`config.mk`:
```
export PLATFORM = sky130hd
export DESIGN_NAME = qct_top
export DESIGN_NICKNAME = d
export VERILOG_FILES = /design/src/logic/qct_pkg.sv /design/src/logic/qct_sync.sv /design/src/logic/qct_top.sv
export SDC_FILE = /design/constraint.sdc
export NUM_CORES = 1
export LEC_CHECK = 0
export ABC_AREA = 0
export BUFFER_PORTS_ARGS = -buffer_cell sky130_fd_sc_hd__buf_4
export CAP_MARGIN = 20
export CORE_ASPECT_RATIO = 0.9
export CORE_UTILIZATION = 39
export CTS_BUF_LIST = sky130_fd_sc_hd__clkbuf_16
export CTS_CLUSTER_DIAMETER = 100
export CTS_CLUSTER_SIZE = 30
export DETAILED_ROUTE_END_ITERATION = 6
export PLACE_DENSITY_LB_ADDON = 0.1
export SYNTH_ARGS = -nofsm -noshare
export SYNTH_HDL_FRONTEND = slang
export SYNTH_SLANG_ARGS = --single-unit
```
`constraint.sdc`:
```
create_clock -name sys_clk -period 3.6 [get_ports sys_clk]
set_input_delay 0.54 -clock sys_clk [delete_from_list [all_inputs] [get_ports sys_clk]]
set_output_delay 0.54 -clock sys_clk [all_outputs]
set_load 0.02 [all_outputs]
```
`src/logic/qct_pkg.sv`:
```
// package: constants and types for the quad counter/timer clocking block
package qct_pkg;

  // ----------------------------------------------------------------
  // register indices and bus
  // ----------------------------------------------------------------
  localparam int          QCT_AW          = 4;
  localparam logic [3:0]  QCT_REG_TIMER_CLOCK_CONTROL_REG   = 4'h0;
  localparam logic [3:0]  QCT_REG_TCTRL   = 4'h1;
  localparam logic [3:0]  QCT_REG_TMODE   = 4'h2;
  localparam logic [3:0]  QCT_REG_T0      = 4'h3;
  localparam logic [3:0]  QCT_REG_T1      = 4'h4;
  localparam logic [3:0]  QCT_REG_T2      = 4'h5;
  localparam logic [3:0]  QCT_REG_T2RLD   = 4'h6;
  localparam logic [3:0]  QCT_REG_T3      = 4'h7;
  localparam logic [3:0]  QCT_REG_T3RLD   = 4'h8;
  localparam logic [3:0]  QCT_REG_T23CTL  = 4'h9;
  localparam logic [3:0]  QCT_REG_T2CAP   = 4'hA;
  localparam logic [3:0]  QCT_REG_T3CAP   = 4'hB;

  // ----------------------------------------------------------------
  // prescaler and divider figures
  // ----------------------------------------------------------------
  localparam logic [1:0]  QCT_SCA_DIV12   = 2'h0;
  localparam logic [1:0]  QCT_SCA_DIV4    = 2'h1;
  localparam logic [1:0]  QCT_SCA_DIV48   = 2'h2;
  localparam logic [1:0]  QCT_SCA_EXT8    = 2'h3;
  localparam logic [5:0]  QCT_DIV12       = 6'h0C;
  localparam logic [5:0]  QCT_DIV4        = 6'h04;
  localparam logic [5:0]  QCT_DIV48       = 6'h30;
  localparam logic [5:0]  QCT_DIV_SLOW8   = 6'h08;
  localparam logic [12:0] QCT_MAX13       = 13'h1FFF;

  // timer0/1 mode codes
  localparam logic [1:0]  QCT_M_13        = 2'h0;
  localparam logic [1:0]  QCT_M_16        = 2'h1;
  localparam logic [1:0]  QCT_M_RLD8      = 2'h2;
  localparam logic [1:0]  QCT_M_SPLIT     = 2'h3;

  // timer2/3 external clock choice
  localparam logic [1:0]  QCT_X_DIV12     = 2'h0;
  localparam logic [1:0]  QCT_X_SLOW8     = 2'h1;
  localparam logic [1:0]  QCT_X_CMP       = 2'h2;

  // ----------------------------------------------------------------
  // carriers
  // ----------------------------------------------------------------
  typedef struct packed {
    logic [QCT_AW-1:0] addr;
    logic [15:0]       wdata;
    logic              wr;
    logic              rd;
  } qct_bus_s;

  typedef struct packed {
    logic ext_count_input_zero;
    logic ext_count_input_one;
    logic external_gate_input_zero;
    logic external_gate_input_one;
    logic ext_clk;
    logic rtc_clk;
    logic cmp0;
    logic cmp1;
  } qct_pins_s;

  typedef struct packed {
    logic [15:0] timer0;
    logic [15:0] timer1;
    logic [15:0] timer2;
    logic [15:0] timer3;
  } qct_cnt_s;

endpackage

```
`src/logic/qct_sync.sv`:
```
// module: two-stage synchroniser with falling edge and level outputs
`timescale 1ns/10ps
module qct_sync
  import qct_pkg::*;
#(
  parameter int W = 8
) (
  input  wire logic         sys_clk,
  input  wire logic         rstn,
  input  wire logic [W-1:0] din,
  output logic      [W-1:0] level,
  output logic      [W-1:0] fall
);

  typedef struct packed {
    logic [W-1:0] s1;
    logic [W-1:0] s2;
    logic [W-1:0] s3;
  } qct_sync_s;

  qct_sync_s st_ff;
  qct_sync_s nxt_st;

  always_comb begin
    nxt_st    = st_ff;
    nxt_st.s1 = din;
    nxt_st.s2 = st_ff.s1;
    nxt_st.s3 = st_ff.s2;
  end

  always_ff @(posedge sys_clk or negedge rstn) begin
    if (!rstn) begin
      st_ff <= '0;
    end else begin
      st_ff <= nxt_st;
    end
  end

  assign level = st_ff.s2;
  // previous high, current low; needs two-cycle levels from the source
  assign fall  = st_ff.s3 & ~st_ff.s2;

endmodule

```
`src/logic/qct_top.sv`:
```
// module: four counter/timers with clock selection and register port
//
// The implementer's own choices: the register offsets and the strobed register port.
`timescale 1ns/10ps
module qct_top
  import qct_pkg::*;
(
  input  wire logic      sys_clk,
  input  wire logic      rstn,
  input  wire qct_bus_s  bus,
  output logic [15:0]    rdata,
  input  wire qct_pins_s pins,
  output logic [3:0]     overflow,
  output qct_cnt_s       counts
);

  // ----------------------------------------------------------------
  // state
  // ----------------------------------------------------------------
  typedef struct packed {
    logic [7:0]  timer_clock_control_reg;    // 7:4 t3h t3l t2h t2l, 3 t1 sysclk, 2 t0 sysclk, 1:0 prescale
    logic [7:0]  tctrl;    // 7 tf1, 6 tr1, 5 tf0, 4 tr0, 3:0 stored but unused
    logic [7:0]  tmode;    // 7 gate1, 6 c/t1, 5:4 mode1, 3 timer_zero_gate_enable, 2 c/t0, 1:0 mode0
    logic [15:0] t0;
    logic [15:0] t1;
    logic [15:0] t2;
    logic [15:0] t2rld;
    logic [15:0] t3;
    logic [15:0] t3rld;
    logic [15:0] t23ctl;   // per timer byte: 7 tfh 6 tfl 5 run 4 split 3 cap 2 - 1:0 xclk
    logic [15:0] t2cap;
    logic [15:0] t3cap;
    logic [5:0]  pre_cnt;
    logic        pre_tick;
    logic [3:0]  d12_cnt;
    logic        d12_tick;
    logic [15:0] rdata;
  } qct_st_s;

  qct_st_s st_ff;
  qct_st_s nxt_st;

  // ----------------------------------------------------------------
  // input synchronisers
  // ----------------------------------------------------------------
  logic [7:0] lvl;
  logic [7:0] fall;

  qct_sync #(.W(8)) u_sync (
    .sys_clk (sys_clk),
    .rstn    (rstn),
    .din     (pins),
    .level   (lvl),
    .fall    (fall)
  );

  // bit order follows qct_pins_s: 7 count0 ... 0 cmp1
  wire logic f_cnt0  = fall[7];
  wire logic f_cnt1  = fall[6];
  wire logic g0_lvl  = lvl[5];
  wire logic g1_lvl  = lvl[4];
  wire logic f_ext   = fall[3];
  wire logic f_rtc   = fall[2];
  wire logic f_cmp0  = fall[1];
  wire logic f_cmp1  = fall[0];

  // slow clocks divided by 8 on their own edges
  logic [2:0] ext8_ff;
  logic [2:0] rtc8_ff;
  wire logic ext8_tick = f_ext & (ext8_ff == 3'h7);
  wire logic rtc8_tick = f_rtc & (rtc8_ff == 3'h7);

  always_ff @(posedge sys_clk or negedge rstn) begin
    if (!rstn) begin
      ext8_ff <= 3'h0;
      rtc8_ff <= 3'h0;
    end else begin
      ext8_ff <= ext8_ff + {2'h0, f_ext};
      rtc8_ff <= rtc8_ff + {2'h0, f_rtc};
    end
  end

  // ----------------------------------------------------------------
  // helpers
  // ----------------------------------------------------------------
  function automatic logic [5:0] pre_div(input logic [1:0] sca);
    case (sca)
      QCT_SCA_DIV12: pre_div = QCT_DIV12;
      QCT_SCA_DIV4:  pre_div = QCT_DIV4;
      QCT_SCA_DIV48: pre_div = QCT_DIV48;
      default:       pre_div = QCT_DIV_SLOW8;
    endcase
  endfunction

  // timer2/3 source tick for a byte half
  function automatic logic t23_tick(input logic sysclk_sel, input logic [1:0] xclk,
                                    input logic d12, input logic slow8, input logic cmp);
    if (sysclk_sel) begin
      t23_tick = 1'b1;
    end else begin
      case (xclk)
        QCT_X_DIV12: t23_tick = d12;
        QCT_X_SLOW8: t23_tick = slow8;
        QCT_X_CMP:   t23_tick = cmp;
        default:     t23_tick = d12;
      endcase
    end
  endfunction

  // ----------------------------------------------------------------
  // next state
  // ----------------------------------------------------------------
  logic [1:0]  inc01;
  logic [1:0]  run01;
  logic [15:0] tv;
  logic [15:0] nv;
  logic [1:0]  ovf;
  logic [7:0]  c;
  logic        tk_lo;
  logic        tk_hi;
  logic        cap_ev;
  logic [15:0] rv;
  logic [12:0] v13;
  logic        sp_ovf;

  always_comb begin
    nxt_st = st_ff;
    inc01  = '0;
    run01  = '0;
    tv     = '0;
    nv     = '0;
    ovf    = '0;
    c      = '0;
    tk_lo  = 1'b0;
    tk_hi  = 1'b0;
    cap_ev = 1'b0;
    rv     = '0;
    v13    = '0;
    sp_ovf = 1'b0;

    // shared prescaler for timer0/1; slow ext/8 source steps only on its own edges
    nxt_st.pre_tick = 1'b0;
    if (st_ff.timer_clock_control_reg[1:0] != QCT_SCA_EXT8 || ext8_tick) begin
      if (st_ff.pre_cnt >= pre_div(st_ff.timer_clock_control_reg[1:0]) - 6'h01) begin
        nxt_st.pre_cnt  = 6'h00;
        nxt_st.pre_tick = 1'b1;
      end else begin
        nxt_st.pre_cnt  = st_ff.pre_cnt + 6'h01;
      end
    end
    if (st_ff.timer_clock_control_reg[1:0] == QCT_SCA_EXT8) begin
      nxt_st.pre_tick = ext8_tick;
      nxt_st.pre_cnt  = 6'h00;
    end
    nxt_st.d12_tick = (st_ff.d12_cnt == 4'hB);
    nxt_st.d12_cnt  = (st_ff.d12_cnt == 4'hB) ? 4'h0 : st_ff.d12_cnt + 4'h1;

    // ------------------------------------------------------------
    // timer0 and timer1
    // ------------------------------------------------------------
    for (int i = 0; i < 2; i++) begin
      c = (i == 0) ? {4'h0, st_ff.tmode[3:0]} : {4'h0, st_ff.tmode[7:4]};
      // gate and run
      run01[i] = st_ff.tctrl[4 + 2*i] &
                 (~c[3] | ((i == 0) ? g0_lvl : g1_lvl));
      if (c[2]) begin
        inc01[i] = (i == 0) ? f_cnt0 : f_cnt1;
      end else begin
        inc01[i] = st_ff.timer_clock_control_reg[2 + i] ? 1'b1 : st_ff.pre_tick;
      end
    end

    // split on timer1 stops it; timer0 high byte borrows timer1 run bit
    for (int i = 0; i < 2; i++) begin
      tv = (i == 0) ? st_ff.t0 : st_ff.t1;
      nv = tv;
      c  = (i == 0) ? {4'h0, st_ff.tmode[3:0]} : {4'h0, st_ff.tmode[7:4]};
      if (run01[i] && inc01[i]) begin
        case (c[1:0])
          QCT_M_13: begin
            // high byte on top of the five low bits; bits 7:5 are left alone
            v13      = {tv[15:8], tv[4:0]} + 13'h0001;
            nv[15:8] = v13[12:5];
            nv[4:0]  = v13[4:0];
            ovf[i]   = ({tv[15:8], tv[4:0]} == QCT_MAX13);
          end
          QCT_M_16: begin
            nv     = tv + 16'h0001;
            ovf[i] = (tv == 16'hFFFF);
          end
          QCT_M_RLD8: begin
            nv[7:0] = (tv[7:0] == 8'hFF) ? tv[15:8] : tv[7:0] + 8'h01;
            ovf[i]  = (tv[7:0] == 8'hFF);
          end
          default: begin
            if (i == 0) begin
              nv[7:0] = tv[7:0] + 8'h01;
              ovf[i]  = (tv[7:0] == 8'hFF);
            end
          end
        endcase
      end
      // timer0 split high byte: sysclk-or-prescale, timer1 run, flags tf1
      if (i == 0 && c[1:0] == QCT_M_SPLIT && st_ff.tctrl[6] &&
          (st_ff.timer_clock_control_reg[2] | st_ff.pre_tick)) begin
        nv[15:8] = tv[15:8] + 8'h01;
        if (tv[15:8] == 8'hFF) begin
          sp_ovf = 1'b1;
        end
      end
      if (i == 0) nxt_st.t0 = nv;
      else        nxt_st.t1 = nv;
    end

    // timer1 keeps counting while timer0 is split but cannot set tf1, matching the classic core
    if (st_ff.tmode[1:0] == QCT_M_SPLIT) begin
      ovf[1]    = 1'b0;
    end

    // ------------------------------------------------------------
    // timer2 and timer3
    // ------------------------------------------------------------
    for (int i = 0; i < 2; i++) begin
      c     = st_ff.t23ctl[8*i +: 8];
      tv    = (i == 0) ? st_ff.t2 : st_ff.t3;
      rv    = (i == 0) ? st_ff.t2rld : st_ff.t3rld;
      nv    = tv;
      tk_lo = t23_tick(st_ff.timer_clock_control_reg[4 + 2*i], c[1:0], st_ff.d12_tick,
                       (i == 0) ? rtc8_tick : ext8_tick, (i == 0) ? f_cmp0 : f_cmp1);
      tk_hi = t23_tick(st_ff.timer_clock_control_reg[5 + 2*i], c[1:0], st_ff.d12_tick,
                       (i == 0) ? rtc8_tick : ext8_tick, (i == 0) ? f_cmp0 : f_cmp1);
      // capture: sysclk-rate count latched on each falling edge of the measured clock
      cap_ev = (c[1:0] == QCT_X_CMP) ? ((i == 0) ? f_cmp0 : f_cmp1)
                                     : ((i == 0) ? f_rtc : f_ext);
      if (c[5]) begin
        if (c[3]) begin
          nv = tv + 16'h0001;
          if (cap_ev) begin
            if (i == 0) nxt_st.t2cap = tv;
            else        nxt_st.t3cap = tv;
            nxt_st.t23ctl[8*i + 7] = 1'b1;
          end
        end else if (c[4]) begin
          if (tk_lo) begin
            nv[7:0] = (tv[7:0] == 8'hFF) ? rv[7:0] : tv[7:0] + 8'h01;
            if (tv[7:0] == 8'hFF) nxt_st.t23ctl[8*i + 6] = 1'b1;
          end
          if (tk_hi) begin
            nv[15:8] = (tv[15:8] == 8'hFF) ? rv[15:8] : tv[15:8] + 8'h01;
            if (tv[15:8] == 8'hFF) nxt_st.t23ctl[8*i + 7] = 1'b1;
          end
        end else if (tk_lo) begin
          nv = (tv == 16'hFFFF) ? rv : tv + 16'h0001;
          if (tv == 16'hFFFF) nxt_st.t23ctl[8*i + 7] = 1'b1;
        end
      end
      if (i == 0) nxt_st.t2 = nv;
      else        nxt_st.t3 = nv;
    end

    // ------------------------------------------------------------
    // register writes; hardware flag set wins over software clear, except for a t23ctl flag that was already set
    // ------------------------------------------------------------
    if (bus.wr) begin
      case (bus.addr)
        QCT_REG_TIMER_CLOCK_CONTROL_REG:  nxt_st.timer_clock_control_reg  = bus.wdata[7:0];
        QCT_REG_TCTRL:  nxt_st.tctrl  = bus.wdata[7:0];
        QCT_REG_TMODE:  nxt_st.tmode  = bus.wdata[7:0];
        QCT_REG_T0:     nxt_st.t0     = bus.wdata;
        QCT_REG_T1:     nxt_st.t1     = bus.wdata;
        QCT_REG_T2:     nxt_st.t2     = bus.wdata;
        QCT_REG_T2RLD:  nxt_st.t2rld  = bus.wdata;
        QCT_REG_T3:     nxt_st.t3     = bus.wdata;
        QCT_REG_T3RLD:  nxt_st.t3rld  = bus.wdata;
        QCT_REG_T23CTL: nxt_st.t23ctl = bus.wdata | (nxt_st.t23ctl & 16'hC0C0 & ~st_ff.t23ctl);
        default: ;
      endcase
    end
    if (ovf[0]) nxt_st.tctrl[5] = 1'b1;
    if (ovf[1] | sp_ovf) nxt_st.tctrl[7] = 1'b1;

    // read data one cycle later; unmapped reads as zero
    nxt_st.rdata = 16'h0000;
    if (bus.rd) begin
      case (bus.addr)
        QCT_REG_TIMER_CLOCK_CONTROL_REG:  nxt_st.rdata = {8'h00, st_ff.timer_clock_control_reg};
        QCT_REG_TCTRL:  nxt_st.rdata = {8'h00, st_ff.tctrl};
        QCT_REG_TMODE:  nxt_st.rdata = {8'h00, st_ff.tmode};
        QCT_REG_T0:     nxt_st.rdata = st_ff.t0;
        QCT_REG_T1:     nxt_st.rdata = st_ff.t1;
        QCT_REG_T2:     nxt_st.rdata = st_ff.t2;
        QCT_REG_T2RLD:  nxt_st.rdata = st_ff.t2rld;
        QCT_REG_T3:     nxt_st.rdata = st_ff.t3;
        QCT_REG_T3RLD:  nxt_st.rdata = st_ff.t3rld;
        QCT_REG_T23CTL: nxt_st.rdata = st_ff.t23ctl;
        QCT_REG_T2CAP:  nxt_st.rdata = st_ff.t2cap;
        QCT_REG_T3CAP:  nxt_st.rdata = st_ff.t3cap;
        default:        nxt_st.rdata = 16'h0000;
      endcase
    end
  end

  always_ff @(posedge sys_clk or negedge rstn) begin
    if (!rstn) begin
      st_ff <= '0;
    end else begin
      st_ff <= nxt_st;
    end
  end

  // ----------------------------------------------------------------
  // outputs
  // ----------------------------------------------------------------
  assign rdata         = st_ff.rdata;
  assign overflow      = {st_ff.t23ctl[15], st_ff.t23ctl[7], st_ff.tctrl[7], st_ff.tctrl[5]};
  assign counts.timer0 = st_ff.t0;
  assign counts.timer1 = st_ff.t1;
  assign counts.timer2 = st_ff.t2;
  assign counts.timer3 = st_ff.t3;

endmodule

```
==> impl_metrics.tcl, run 1 <==
set metrics [dict create \
    syn_area_sq_mm 0.0141 \
    clk_pin_slew_worst_paths_ns 0.11 \
    ant_nets 0 \
    worstMarginPinSlew_ns 0.945 \
    cts_root_buf "clkbuf_16" \
    power.leakage_nw 6.20 \
    r2r-start "tv[8]" \
    slowest_stage "dfrtp_1" \
    die_h_um 182 \
    dr.first_iter.drc_count 1592 \
    place_congestion 0.929 \
    critical-path-top-delay-family "simple AND/OR/NAND/NOR gates" \
    track_usage 0.296 \
    cts_buffers 14 \
    tns_ns 0 \
    final_common_cell "dfrtp_1" \
    synthToLayoutAreaGrowth_pct 8.31 \
    rows 65 \
    cts_tree "yes" \
    synth.distinct_cells 89 \
    maxSlewHeadroom 0.370 \
    grt_pass1_vias 12100 \
    pre_cts_ws_ns 0.782 \
    p_per_area_mw_per_mm2 720 \
    power_mw 11.0 \
    status "finished, violations left" \
    drt-total-wl_um 55100 \
    ys_seq_area_frac 0.399 \
    die_x_um 202 \
    initial_core_util 0.398 \
    min_period_ns 3.00 \
    timing.fmax_mhz 333 \
    post_cts_buffers 0 \
    fin_ws_ns 0.597 \
    vias 12800 \
    maxCapViolations 0 \
    fin_nets 1567 \
    ys_async_sr_fraction 1.00 \
    reg2regPathDepth 7 \
    avgSynthCellArea_sq_um 9.19 \
    grt.overflow.total 0 \
    grt_max_degree 110 \
    timing.final.crit_share 0.834 \
    setup.worst_path.class "flop to flop" \
    cts.sinks 224 \
    cts_resized 0 \
    n_antenna_cell 0 \
    clock_latency_ns 0.51 \
    clk_path_buf_depth 3 \
    vias_per_cell 6.46 \
    clock_skew_ns 0.0361 \
    synthCells 1530 \
    rsz0062_at_grt "false" \
    routedWlPerCell_um 27.7 \
    crit_chain "ha_1 > and3_1 > nand2_1 > nor2_1 > a2111oi_0 > a211o_1 > a22oi_1" \
    r2r-end "tv[12]" \
    syn-num-nets 1587 \
    violations "design-rule violations" \
    cp.arrival_ns 3.43 \
    cts_max_level 1 \
    synth-seq-cells 224 \
    die-area_sq_mm 0.0368 \
    io_pins 116 \
    hold_viol_final 0 \
    slew_viol_final 0 \
    hold_buffers 0 \
    drc 1 \
    synth_warnings 0 \
    antenna_found_initial 1 \
    core-area_sq_mm 0.0353 \
    grt_pass1_wl_um 82300 \
    slowest_delay_ns 0.66 \
    setup_viol 0 \
    end_kind "flop" \
    hold_path.class "input pin to async pin" \
    path_max_fanout 12 \
    worst-path-buf-inv 0 \
    synth-main-ff-cell "dfrtp_1" \
    reg2reg_slack_ns 0.60 \
    drt_pass1_iterations 7 \
    critPathLaunchType "flop" \
    crit_required_ns 4.03 \
    drive_above_1_share 0.198 \
    ir_worst_vdd_mv 0.295 \
    hpwlAfterDp_um 38900 \
    synth_enable_flop_cells 0 \
    port_buffers 115 \
    layout_common_cells "dfrtp_1, buf_4, nand2_1" \
]
-- worst max-delay path by stage --
stage	startpoint	endpoint	slack [ns]	cells past startpoint
finish	tv[8]	tv[12]	0.60	7
detailed placement	tv[8]	tv[3]	0.78	7
global placement	tv[8]	tv[3]	0.75	7
CTS	counts[24]	counts[31]	0.79	7
global route	tv[8]	tv[12]	0.44	7
floorplan	counts[33]	counts[42]	1.46	8
-- routing by layer --
metal  track usage  part of all wire  up-vias  wire [um]
met5             0           0.00024        -         13
met4         0.103             0.038        2       2070
met3        0.0386             0.071      115       3930
met2         0.455              0.45      606      24600
met1         0.427              0.45     6500      24600
li1              -                 -     5617          -
-- sequential cells by signal, indices dropped and copies added (netlist names) --
register       count
st_ff             89
counts            48
rdata             16
rv                16
tv                16
u_sync.level       8
u_sync.nxt_st      8
c                  7
u_sync.st_ff       6
overflow           4
ext8_ff            3
rtc8_ff            3
-- cell type report --
type / count / area [sq um]
Inverter: 32 / 120
Fill cell: 3518 / 20100
Multi-Input combinational cell: 1083 / 7230
Clock inverter: 9 / 126
Tap cell: 469 / 587
Timing Repair Buffer: 155 / 1180
Clock buffer: 15 / 375
Sequential cell: 224 / 5610
-- Yosys cell counts, types with 5 or more instances --
library cell,count,area share
nor4_1,10,0.0044
or2_2,6,0.0027
nand2_1,125,0.033
o31ai_1,20,0.011
xor2_1,18,0.011
nand2b_1,14,0.0062
nor3_1,31,0.011
mux2_2,95,0.076
a21o_1,7,0.0037
buf_2,25,0.0089
and3_1,29,0.013
nor2_1,103,0.027
buf_4,88,0.047
dfrtp_1,224,0.40
and2_1,15,0.0067
or3_1,10,0.0044
a22o_1,14,0.0087
a22oi_1,35,0.019
nand3_1,56,0.020
a31oi_1,39,0.017
o21a_1,7,0.0037
a211oi_1,6,0.0032
inv_1,31,0.0083
a2111oi_0,6,0.0037
a222oi_1,16,0.011
o22ai_1,7,0.0031
o211ai_1,11,0.0059
o221ai_1,8,0.0050
a2bb2oi_1,5,0.0031
ha_1,25,0.022
xnor2_1,11,0.0069
mux2i_1,13,0.0093
o21ai_0,87,0.031
a211o_1,8,0.0050
or4_1,6,0.0032
and4_1,9,0.0056
nand4_1,33,0.015
a21oi_1,91,0.032
clkbuf_1,70,0.019
a221oi_1,23,0.014
-- per-stage QoR --
step	hold slack (ns)	instances	instance area (sq um)	util
6_report	0.0706	1987	15200	0.432
5_1_grt	0.119	1987	15200	0.432
4_1_cts	0.118	1987	15200	0.432
3_5_place_dp	0.335	1963	14700	0.417
3_3_place_gp	0.333	1963	14700	0.417
2_1_floorplan	0.244	1530	14100	-
-- power breakdown --
group          internal, mW  switching, mW
sequential             3.25           1.55
clock                 0.893           1.04
combinational          1.78           2.45
-- kinds of logic after synthesis --
group	Yosys count	synth area share
fa+ha+maj	25	0.0222
flops	224	0.399
buf+inv	223	0.0870
xor+xnor	29	0.0181
simple gates	476	0.171
other cells	1	0.000267
mux	109	0.0861
compound gates	443	0.216
Note: power is estimated with default switching activity, not from simulation.
==> run 2: changes to the inputs <==
==> constraint.sdc (replaced) <==
create_clock -name sys_clk -period 2.5 [get_ports sys_clk]
set_input_delay 0.375 -clock sys_clk [delete_from_list [all_inputs] [get_ports sys_clk]]
set_output_delay 0.375 -clock sys_clk [all_outputs]
set_load 0.02 [all_outputs]
==> run 2 against run 1 <==
Effect of this change: the run now ends clean; clock power is 43% higher; largest power group is now combinational logic; highest routed layer is now met4; hold slack better by 0.14 ns; largest cell class unchanged; power is 51% higher; sequential share of layout area is 2.0 points lower; non-clock buffer count is 104 higher; maximum frequency is 24% higher; critical path type unchanged; clock-buffer cell count stayed put; critical path depth is 1 higher; routed wire length is 0.91% higher; global-route usage is 0.39 points higher.
==> impl_metrics.tcl, run 2 (same netlist as run 1, synthesis figures left out) <==
set metrics [dict create \
    die-area_sq_mm 0.0368 \
    register_area_sq_mm 0.00561 \
    status "completed" \
    initial_core_util 0.398 \
    slew_viol_final 0 \
    dr.first_iter.drc_count 1457 \
    dpl_cell_area_sq_mm 0.0155 \
    cts_max_level 1 \
    routedWlPerCell_um 26.6 \
    setup_viol 0 \
    crit_required_ns 2.91 \
    vias_per_cell 6.28 \
    timing.final.crit_share 0.970 \
    power_mw 16.6 \
    end_kind "flop" \
    timing.fmax_mhz 412 \
    place_congestion 0.984 \
    p_int_mw 9.09 \
    min_from "bus[15]" \
    final_cell_area_sq_mm 0.0161 \
    drt_pass1_iterations 6 \
    path_max_fanout 6 \
    drt-total-wl_um 55600 \
    clock_skew_ns 0.0304 \
    cts_root_buf "clkbuf_16" \
    grt_pass1_vias 12500 \
    ant_nets 0 \
    drc 0 \
    port_buffers 115 \
    maxSlewHeadroom 0.383 \
    core-area_sq_mm 0.0353 \
    fillCellCount 3523 \
    hold_path.class "input pin to flop" \
    setup.worst_path.class "flop to flop" \
    clk_pin_slew_worst_paths_ns 0.12 \
    track_usage 0.300 \
    layout_common_cells "buf_4, dfrtp_1, nand2_1" \
    p_sw_frac 0.453 \
    largest_register_ffs 89 \
    r2r-start "c[0]" \
    cts.sinks 224 \
    grt_pass1_wl_um 83500 \
    hpwlAfterDp_um 40500 \
    switchingPower_mw 7.53 \
    tns_ns 0 \
    antenna_found_initial 0 \
    cts_buffers 14 \
    clock_latency_ns 0.52 \
    grt_max_degree 60 \
    p_per_area_mw_per_mm2 1030 \
    worstMarginPinSlew_ns 0.925 \
    maxCapViolations 0 \
    cts_tree "yes" \
    drive_above_1_share 0.244 \
    die_h_um 182 \
    rows 65 \
    crit_start "c[0]" \
    synthToLayoutAreaGrowth_pct 14.5 \
    vias 13100 \
    critPathLaunchType "flop" \
    grt.overflow.total 0 \
    comb_power_share 0.467 \
    clkPwrFrac 0.166 \
    final_common_cell "buf_4" \
    n_antenna_cell 0 \
    io_pins 116 \
    fin_nets 1671 \
    p_seq_frac 0.366 \
    clk_path_buf_depth 3 \
    top_register "st_ff" \
    power.leakage_nw 6.72 \
    ir_worst_vdd_mv 0.422 \
    multiInputGateArea_sq_mm 0.00725 \
    cp.arrival_ns 2.84 \
    hold_viol_final 0 \
    min_period_ns 2.42 \
    rsz0062_at_grt "true" \
    die_x_um 202 \
]
==> run 2: cell types whose count changed in the layout (fill, tap and decap cells not counted), sizes merged <==
cell and delta:
buf +95, inv -2, dlygate4sd3 +9, clkinv +2, bufinv -1
==> run 2: per-layer routing <==
| layer | GRT usage | up-vias | routed length (um) |
|---|---|---|---|
| li1 | - | 5789 | - |
| met1 | 0.437 | 6585 | 25000 |
| met2 | 0.461 | 672 | 24500 |
| met3 | 0.0411 | 80 | 4410 |
| met4 | 0.0857 | 0 | 1660 |
| met5 | 0 | - | 0 |
==> run 2: path summary, 6_finish.rpt <==
path / to / slack, ns / cells after the start
worst min-delay path: counts[45] / 0.21 / 3
worst max register to register: tv[13] / 0.08 / 8
worst min register to register: u_sync.level[3] / 0.36 / 0
min in group asynchronous: counts[42] / 0.39 / 2
max in group asynchronous: counts[27] / 1.36 / 3
worst max-delay path: tv[13] / 0.08 / 8
==> run 2: critical path, stage by stage (launching register included) <==
cell      delay (ns)
dfrtp_1         0.45
inv_1           0.07
ha_1            0.16
nand3b_1        0.22
o211ai_2        0.20
a21oi_1         0.25
o211a_1         0.27
or4_1           0.45
o21ai_0         0.24
==> run 2: metrics by stage <==
stage                     setup slack [ns]   util  hold slack, ns  cells
final                               0.0757  0.456           0.214   2090
after global routing               -0.0375  0.456           0.198   2090
after CTS                            0.109  0.456           0.193   2089
after detailed placement             0.144  0.439           0.335   2057
after global placement               0.209  0.439           0.334   2057
after floorplan                      0.356      -          0.0794   1530
==> run 2: timing repair <==
action / 4_1_cts / 5_1_grt
buffers inserted: 0 / 1
setup endpoints to repair: 0 / 9
endpoints found under the hold margin: 60 / 0
gates resized for setup: 0 / 2
hold buffers: 9 / 0
==> run 2: cell type report <==
class,count,share of cell area
clock buffer,15,0.0233
clock inverter,8,0.00839
inverter,32,0.00746
multi-input combinational,1083,0.450
sequential,224,0.348
tap,469,0.0364
timing repair buffer,259,0.126
==> run 2: power by group through the flow <==
stage          clock (mW)  sequential (mW)  combinational (mW)
6_report             2.77             6.08                7.77
5_1_grt              2.94             6.19                8.37
4_1_cts              2.85             6.03                7.68
3_5_place_dp            0             6.10                7.64
3_3_place_gp            0             6.09                7.61
2_1_floorplan           0             5.56                5.13
